<file path="config.mk">
export PLATFORM = sky130hd
export DESIGN_NAME = usb_ep_status
export DESIGN_NICKNAME = d
export VERILOG_FILES = /design/src/inc/usb_ep_pkg.sv /design/src/verilog/ep_fifo.sv /design/src/verilog/usb_ep_status.sv
export VERILOG_INCLUDE_DIRS = /design/src /design/src/inc
export SDC_FILE = /design/constraint.sdc
export NUM_CORES = 2
export LEC_CHECK = 0
export BUFFER_PORTS_ARGS = -buffer_cell sky130_fd_sc_hd__buf_2
export CAP_MARGIN = 10
export CORE_ASPECT_RATIO = 1.5
export CORE_MARGIN = 2
export CORE_UTILIZATION = 25
export DETAILED_ROUTE_END_ITERATION = 8
export SLEW_MARGIN = 20
export SYNTH_ARGS = -nofsm -noshare
export SYNTH_HDL_FRONTEND = slang
export SYNTH_SLANG_ARGS = --single-unit
</file>
<file path="constraint.sdc">
create_clock -name clk -period 6.6 [get_ports clk]
set_input_delay 0.66 -clock clk [delete_from_list [all_inputs] [get_ports clk]]
set_output_delay 0.66 -clock clk [all_outputs]
set_load 0.05 [all_outputs]
</file>
<file path="src/inc/usb_ep_regs.svh">
// Register offsets, field positions, reset values of the endpoint block
`ifndef USB_EP_REGS_SVH
`define USB_EP_REGS_SVH
`define A_EPSEL   8'hC7
`define A_STATUS  8'hC8
`define A_TYPE    8'hC9
`define A_FDATA   8'hCF
`define A_CNTL    8'hE2
`define A_CNTH    8'hE3
`define A_IRQST   8'hF0
`define A_IRQMSK  8'hF1
`define B_TXC     0
`define B_RXO0    1
`define B_SETUP   2
`define B_STL     3
`define F_SETUP   4'h4
`define F_STL     4'h8
`define RST_FLAGS 4'h0
`define RST_MASK  8'h00
`define RST_BYTE  8'h00
`define CNT_W     11
`endif

</file>
<file path="src/inc/usb_ep_pkg.sv">
// Types shared by the endpoint block
package usb_ep_pkg;
  typedef enum logic [1:0] {
    EP_CTRL = 2'b00,
    EP_ISO  = 2'b01,
    EP_BULK = 2'b10,
    EP_INTR = 2'b11
  } ep_type_t;
endpackage

</file>
<file path="src/verilog/ep_fifo.sv">
// Byte FIFO of one endpoint, flip-flop storage
`timescale 1ns/1ns
module ep_fifo #(
  parameter int WIDTH = 8,
  parameter int DEPTH = 32
) (
  input  wire logic             clk,
  input  wire logic             rstn,
  input  wire logic             clear,
  input  wire logic             push,
  input  wire logic [WIDTH-1:0] din,
  input  wire logic             pop,
  output logic      [WIDTH-1:0] dout,
  output logic                  full,
  output logic                  empty
);
  localparam int AW = (DEPTH > 1) ? $clog2(DEPTH) : 1;

  if (DEPTH < 2 || (1 << AW) != DEPTH || WIDTH < 1)
  begin : g_bad_depth
    $error("ep_fifo: DEPTH must be a power of two >= 2");
  end

  logic [WIDTH-1:0] mem_q [DEPTH];
  logic [WIDTH-1:0] mem_d [DEPTH];
  logic [AW-1:0]    wp_q, wp_d, rp_q, rp_d;
  logic [AW:0]      n_q, n_d;
  logic             do_push, do_pop;

  assign full  = (n_q == (AW+1)'(DEPTH));
  assign empty = (n_q == '0);
  assign dout  = mem_q[rp_q];

  always_comb
  begin
    mem_d   = mem_q;
    wp_d    = wp_q;
    rp_d    = rp_q;
    n_d     = n_q;
    do_pop  = pop && !empty && !clear;
    do_push = push && (clear || !full || do_pop);
    if (clear)
    begin
      wp_d = '0;
      rp_d = '0;
      n_d  = '0;
    end
    if (do_pop)
    begin
      rp_d = rp_q + 1'b1;
      n_d  = n_d - 1'b1;
    end
    if (do_push)
    begin
      mem_d[wp_d] = din;
      wp_d        = wp_d + 1'b1;
      n_d         = n_d + 1'b1;
    end
  end

  always_ff @(posedge clk or negedge rstn)
  begin
    if (!rstn)
    begin
      for (int i = 0; i < DEPTH; i++)
        mem_q[i] <= '0;
      wp_q <= '0;
      rp_q <= '0;
      n_q  <= '0;
    end
    else
    begin
      mem_q <= mem_d;
      wp_q  <= wp_d;
      rp_q  <= rp_d;
      n_q   <= n_d;
    end
  end
endmodule // ep_fifo

</file>
<file path="src/verilog/usb_ep_status.sv">
// Endpoint status flags, FIFO data port and byte count registers
//
// Local design decision: the address-and-strobe port.
`timescale 1ns/1ns
`include "usb_ep_regs.svh"
module usb_ep_status #(
  parameter int NUM_EP = 7,
  parameter int DEPTH  = 32,
  parameter int EPW    = 3
) (
  input  wire logic              clk,
  input  wire logic              rstn,
  input  wire logic [7:0]        addr,
  input  wire logic [7:0]        wdata,
  input  wire logic              we,
  input  wire logic              re,
  output logic      [7:0]        rdata,
  output logic                   irq,
  input  wire logic [EPW-1:0]    usb_ep,
  input  wire logic              usb_setup,
  input  wire logic              usb_out_done,
  input  wire logic              usb_crc_err,
  input  wire logic              usb_in_done,
  input  wire logic              usb_stall_sent,
  input  wire logic              usb_rx_start,
  input  wire logic              usb_rx_valid,
  input  wire logic [7:0]        usb_rx_byte,
  input  wire logic              usb_rx_is_setup,
  input  wire logic              usb_tx_pop,
  output logic      [7:0]        usb_tx_byte,
  output logic      [NUM_EP-1:0] usb_out_nak
);
  localparam int CW = `CNT_W;

  // Mask, status and select each fit in one register byte
  if (NUM_EP < 1 || NUM_EP > 8 || EPW < 1 || EPW > 8 || (1 << EPW) < NUM_EP)
  begin : g_bad_ep
    $error("usb_ep_status: NUM_EP 1..8 and fitting EPW");
  end
  if (DEPTH >= (1 << CW))
  begin : g_bad_depth
    $error("usb_ep_status: DEPTH too large for count");
  end

  logic [EPW-1:0]              sel_q, sel_d;
  usb_ep_pkg::ep_type_t        type_q [NUM_EP];
  usb_ep_pkg::ep_type_t        type_d [NUM_EP];
  logic [NUM_EP-1:0][3:0]      flag_q, flag_d;
  logic [NUM_EP-1:0][CW-1:0]   cnt_q, cnt_d;
  logic [NUM_EP-1:0]           mask_q, mask_d;
  logic [NUM_EP-1:0]           ist_q, ist_d;
  logic [NUM_EP-1:0]           nak_d;
  logic [7:0]                  rdata_d, txb_d;
  logic                        irq_d;
  logic [NUM_EP-1:0]           fpush, fpop, fclr, fempty;
  logic [NUM_EP-1:0][7:0]      fdin, fdout;
  logic                        sel_ok, ep_ok, ep_iso, rx_ok, ev;

  assign sel_ok = (32'(sel_q) < NUM_EP);
  assign ep_ok  = (32'(usb_ep) < NUM_EP);
  assign ep_iso = ep_ok && (type_q[usb_ep] == usb_ep_pkg::EP_ISO);
  // Bank full refuses OUT bytes unless iso or setup data
  assign rx_ok  = ep_ok && (!flag_q[usb_ep][`B_RXO0] || ep_iso
                  || usb_rx_is_setup);
  assign ev     = ep_ok && (usb_setup || usb_out_done || usb_in_done
                  || (usb_stall_sent && !ep_iso));

  genvar g;
  generate
    for (g = 0; g < NUM_EP; g++)
    begin : g_fifo
      ep_fifo #(
        .WIDTH (8),
        .DEPTH (DEPTH)
      ) u_fifo (
        .clk   (clk),
        .rstn  (rstn),
        .clear (fclr[g]),
        .push  (fpush[g]),
        .din   (fdin[g]),
        .pop   (fpop[g]),
        .dout  (fdout[g]),
        .full  (),
        .empty (fempty[g])
      );
    end
  endgenerate

  always_comb
  begin
    sel_d   = sel_q;
    type_d  = type_q;
    flag_d  = flag_q;
    cnt_d   = cnt_q;
    mask_d  = mask_q;
    ist_d   = ist_q;
    rdata_d = `RST_BYTE;
    txb_d   = usb_tx_byte;
    fpush   = '0;
    fpop    = '0;
    fclr    = '0;
    fdin    = '0;
    nak_d   = '0;
    // Link side FIFO traffic
    if (usb_tx_pop && ep_ok)
    begin
      fpop[usb_ep] = 1'b1;
      txb_d        = fdout[usb_ep];
    end
    if (usb_rx_start && rx_ok)
    begin
      fclr[usb_ep]  = 1'b1;
      cnt_d[usb_ep] = '0;
    end
    if (usb_rx_valid && rx_ok)
    begin
      fpush[usb_ep] = 1'b1;
      fdin[usb_ep]  = usb_rx_byte;
      cnt_d[usb_ep] = cnt_d[usb_ep] + CW'(1);
    end
    // Firmware writes
    if (we)
    begin
      case (addr)
        `A_EPSEL:  sel_d = wdata[EPW-1:0];
        `A_STATUS:
          if (sel_ok)
          begin
            // Write zero clears; iso CRC bit is read-only
            flag_d[sel_q] = flag_q[sel_q] & (wdata[3:0]
              | ((type_q[sel_q] == usb_ep_pkg::EP_ISO) ? `F_STL : 4'h0));
          end
        `A_TYPE:
          if (sel_ok)
            type_d[sel_q] = usb_ep_pkg::ep_type_t'(wdata[1:0]);
        `A_FDATA:
          if (sel_ok && !fpush[sel_q])
          begin
            fpush[sel_q] = 1'b1;
            fdin[sel_q]  = wdata;
          end
        `A_IRQST:  ist_d = ist_q & ~wdata[NUM_EP-1:0];
        `A_IRQMSK: mask_d = wdata[NUM_EP-1:0];
        default: ;
      endcase
    end
    // Firmware reads, data one cycle later
    if (re && sel_ok)
    begin
      case (addr)
        `A_EPSEL:  rdata_d = 8'(sel_q);
        `A_STATUS: rdata_d = {4'h0, flag_q[sel_q]};
        `A_TYPE:   rdata_d = {6'h00, type_q[sel_q]};
        `A_FDATA:
        begin
          rdata_d = fdout[sel_q];
          if (!fpop[sel_q] && !fempty[sel_q])
            fpop[sel_q] = 1'b1;
        end
        `A_CNTL:   rdata_d = cnt_q[sel_q][7:0];
        `A_CNTH:   rdata_d = {5'h00, cnt_q[sel_q][CW-1:8]};
        `A_IRQST:  rdata_d = 8'(ist_q);
        `A_IRQMSK: rdata_d = 8'(mask_q);
        default:   rdata_d = `RST_BYTE;
      endcase
    end
    else if (re && addr == `A_EPSEL)
      rdata_d = 8'(sel_q);
    // Link events; set wins over a firmware clear
    if (ep_ok)
    begin
      if (usb_stall_sent && !ep_iso)
        flag_d[usb_ep][`B_STL] = 1'b1;
      if (usb_out_done)
      begin
        flag_d[usb_ep][`B_RXO0] = 1'b1;
        if (ep_iso)
          flag_d[usb_ep][`B_STL] = usb_crc_err;
      end
      if (usb_in_done)
        flag_d[usb_ep][`B_TXC] = 1'b1;
      if (usb_setup)
        flag_d[usb_ep] = `F_SETUP;
      if (ev)
        ist_d[usb_ep] = 1'b1;
    end
    for (int i = 0; i < NUM_EP; i++)
      nak_d[i] = flag_d[i][`B_RXO0] && (type_d[i] != usb_ep_pkg::EP_ISO);
    irq_d = |(ist_d & mask_d);
  end

  always_ff @(posedge clk or negedge rstn)
  begin
    if (!rstn)
    begin
      sel_q       <= '0;
      for (int i = 0; i < NUM_EP; i++)
        type_q[i] <= usb_ep_pkg::EP_CTRL;
      flag_q      <= '0;
      cnt_q       <= '0;
      mask_q      <= '0;
      ist_q       <= '0;
      rdata       <= `RST_BYTE;
      usb_tx_byte <= `RST_BYTE;
      usb_out_nak <= '0;
      irq         <= 1'b0;
    end
    else
    begin
      sel_q       <= sel_d;
      type_q      <= type_d;
      flag_q      <= flag_d;
      cnt_q       <= cnt_d;
      mask_q      <= mask_d;
      ist_q       <= ist_d;
      rdata       <= rdata_d;
      usb_tx_byte <= txb_d;
      usb_out_nak <= nak_d;
      irq         <= irq_d;
    end
  end
endmodule // usb_ep_status

</file>
==> reports/results.tsv <==
metric	value	unit
share of cells above drive strength 1	19.8	%
Sw Pwr	8.96	mW
Final Util	28.3	%
crit path capture	g_fifo[2].u_fifo.mem_q[126]	
most frequent cells in the layout	2048 x dfrtp_1, 1517 x nand2_1, 1270 x o21ai_0	
Worst path depth	9	
Met2 Wirelength	146000	um
Fillers	40111	
layout net count	8452	
Avg WL per Cell	21.7	um
CTS Sinks	2064	
Net Count, Synth	8649	
flop2flop setup slack	1.57	ns
full die area	394000	sq um
Detailed Routing Iterations Pass 1	9	
max cap viols	0	
Worst Setup Start Kind	flip-flop	
clk slew on worst S/H paths	0.07	ns
Top Metal Used	met5	
initial DRC count	5266	
period utilization	76.3	%
CP Class	flip-flop to flip-flop	
worst r2r dst	g_fifo[2].u_fifo.mem_q[126]	
HP Class	primary input to flip-flop	
Mapped Area	97200	sq um
largest net degree at the start of global routing	181	
largest delay contributor family on the critical path	simple AND/OR/NAND/NOR gates	
setup TNS	0	ns
Syn Inst Count	8566	
Lkg Pwr	45.5	nW
post_cts resized	0	
Worst Max-Slew Pin Slew	1.26	ns
via/cell ratio	4.91	
antenna violations before repair	23	
Synth Register Bits	2064	
Starting Density	25.1	%
Die W	513	um
Clock Latency Late Sink	0.91	ns
worst vdd ir	0.000246	V
RSZ-0062 raised after global routing	false	
Ys Warns	0	
Int Pwr	21.5	mW
asr flop ratio synth	100	%
Period minus WS final	5.03	ns
leading register cell type out of synthesis	dfrtp_1	
slowest cell on the critical path	dfrtp_2	
core footprint	387000	sq um
final hold violation count	0	
Worst slew margin	14.1	%
Area Overhead vs Synth	12.7	%
postcts setup bufs	0	
# setup viols final	0	
Crit path arrival time	5.77	ns
Synth cell types	112	
die height	768	um
Remaining Overflow, GRT	0	
DRC violations left	0	
Hold Crit Start	re	
beginning of the critical path	sel_q[2]	
commonest non-fill, non-tap cell in the layout	dfrtp_1	
cell area power density	278	nW/um^2
Max Freq	199	MHz
max incr delay on CP	0.75	ns
IO Count	64	
Clock Power Share	37.0	%
first-pass GRT wire length	449000	um
routed wl met3	15400	um
mean cell area of the mapped netlist	11.3	sq um
worst r2r src	sel_q[2]	
Num CTS Buffers	192	
worst endpoint required time	7.34	ns
Clock Skews	0.0770	ns
vias in the first global route	67888	
Comb pwr share	16.3	%
via count	66687	
sequential area share after synthesis	53.1	%
Post-DP HPWL	205000	um
Core Rows	280	
Final ANT Viol Nets	0	
Sw Share	29.4	%
outcome	complete, no violations	
H-tree levels	4	
type of element capturing the critical path	flip-flop	
CTS tree	built	
CP bufs+invs	0	
Max Slew Vio Count	0	
Post-synth EDFFs	0	
total wire length	294000	um
Clock Path Buffers	4	
crit-path cells	or3_1 -> a211oi_1 -> nor4_4 -> o21ai_1 -> nand3_2 -> o21ai_4 -> o21a_1 -> and3_1 -> mux2_2	
Final Wtd Congestion	0.998	
wl on met1	111000	um
r2r worst-path depth	9	
Port Buf Inserts	63	
CTS root buf	clkbuf_16	
sequential share of power	46.7	%
worst-path maximum fanout	35	
total global-route track usage	14.8	%
==> power groups by stage <==
stage	clock (mW)	sequential, mW	combinational [mW]
floorplan	0	13.7	3.79
global placement	0	14.5	4.92
detailed placement	0	14.5	4.96
CTS	11.5	14.2	4.97
global route	12.0	14.3	5.31
finish	11.3	14.2	4.97
==> sequential cells by signal, summed over array words and instances (netlist names), 8 cells and up <==
name / count
g_fifo.u_fifo.mem_q: 1792
cnt_q: 77
g_fifo.u_fifo.n_q: 42
g_fifo.u_fifo.rp_q: 35
g_fifo.u_fifo.wp_q: 35
flag_q: 28
type_q: 14
rdata: 8
usb_tx_byte: 8
==> cells in the mapped netlist, types with 13 or more instances <==
library cell | count | area share, %
mux2_2 | 318 | 3.7
o21ai_0 | 1270 | 6.5
and4_1 | 13 | 0.12
buf_2 | 123 | 0.63
buf_1 | 69 | 0.27
o211ai_1 | 31 | 0.24
mux4_2 | 565 | 13
mux2i_1 | 88 | 0.91
and3_1 | 27 | 0.17
a221oi_1 | 16 | 0.14
a22oi_1 | 100 | 0.77
o21ai_1 | 104 | 0.54
nand3_1 | 94 | 0.48
a21oi_1 | 307 | 1.6
buf_4 | 20 | 0.15
xnor2_1 | 45 | 0.41
xor2_1 | 50 | 0.45
clkbuf_1 | 459 | 1.8
o22ai_1 | 36 | 0.23
mux2_1 | 19 | 0.22
nor2_1 | 427 | 1.6
nand2_1 | 1517 | 5.9
a22o_1 | 96 | 0.87
nand4_2 | 16 | 0.21
nand4b_1 | 15 | 0.14
ha_1 | 43 | 0.55
nand2b_1 | 44 | 0.28
a221o_1 | 13 | 0.13
nor3_1 | 42 | 0.22
inv_1 | 39 | 0.15
a31oi_1 | 13 | 0.084
o2111ai_1 | 18 | 0.16
a21oi_2 | 26 | 0.23
nand4_1 | 82 | 0.53
nor2b_1 | 46 | 0.30
buf_6 | 14 | 0.16
and2_1 | 29 | 0.19
dfrtp_1 | 2064 | 53
or3_1 | 17 | 0.11
==> per-layer routing <==
layer	global-route usage, %	vias up
li1	-	30379
met3	2.37	745
met5	0	-
met4	9.63	8
met1	17.0	33750
met2	25.4	1805
==> how the worst min path moves through the flow <==
stage	to	depth (start not counted)
after floorplan	cnt_q[0]	0
after global placement	g_fifo[1].u_fifo.mem_q[163]	2
after detailed placement	g_fifo[0].u_fifo.mem_q[137]	2
after CTS	rdata[0]	3
after global routing	rdata[0]	3
final	rdata[0]	3
==> stage by stage <==
step / cells / total power [mW] / cell area (sq um) / setup WS, ns / hold slack, ns
2_1_floorplan: 8566 / 17.5 / 97200 / 2.53 / 0.364
3_3_place_gp: 13244 / 19.4 / 103000 / 1.17 / 0.456
3_5_place_dp: 13246 / 19.4 / 103000 / 1.08 / 0.465
4_1_cts: 13582 / 30.7 / 109000 / 1.63 / 0.132
5_1_grt: 13589 / 31.6 / 110000 / 1.45 / 0.179
6_report: 13593 / 30.4 / 110000 / 1.57 / 0.182
==> worst reg2reg max path, cell delays in order, from the launching register on <==
cell and delay (ns):
dfrtp_2 0.75, or3_1 0.73, a211oi_1 0.43, nor4_4 0.14
o21ai_1 0.13, nand3_2 0.50, o21ai_4 0.55, o21a_1 0.58
and3_1 0.67, mux2_2 0.41
==> layout make-up <==
class                   instances  area (sq um)  share of cell area [%]
flip-flops and latches       2064         51700                    47.2
multi-input cells            5772         42800                    39.1
well taps                    5076          6350                    5.80
clock buffers                 284          5590                    5.11
repair buffers                299          2280                    2.08
clock inverters                51           602                   0.550
inverters                      40           150                   0.137
diodes                          7          17.5                  0.0160
==> cell families after synthesis <==
group,count (synthesis),share of synthesized area [%]
compound gates,2160,12.8
xor+xnor,96,0.873
fa+ha+maj,43,0.554
buf+inv,730,3.17
flops,2064,53.1
mux,990,17.9
simple gates,2483,11.6
==> timing repair <==
| action | in CTS | in global routing |
|---|---|---|
| hold buffers | 1 | 0 |
| endpoints found under the setup margin | 0 | 0 |
| endpoints found under the hold margin | 85 | 0 |
No activity file was read; power rests on OpenSTA's default activity.
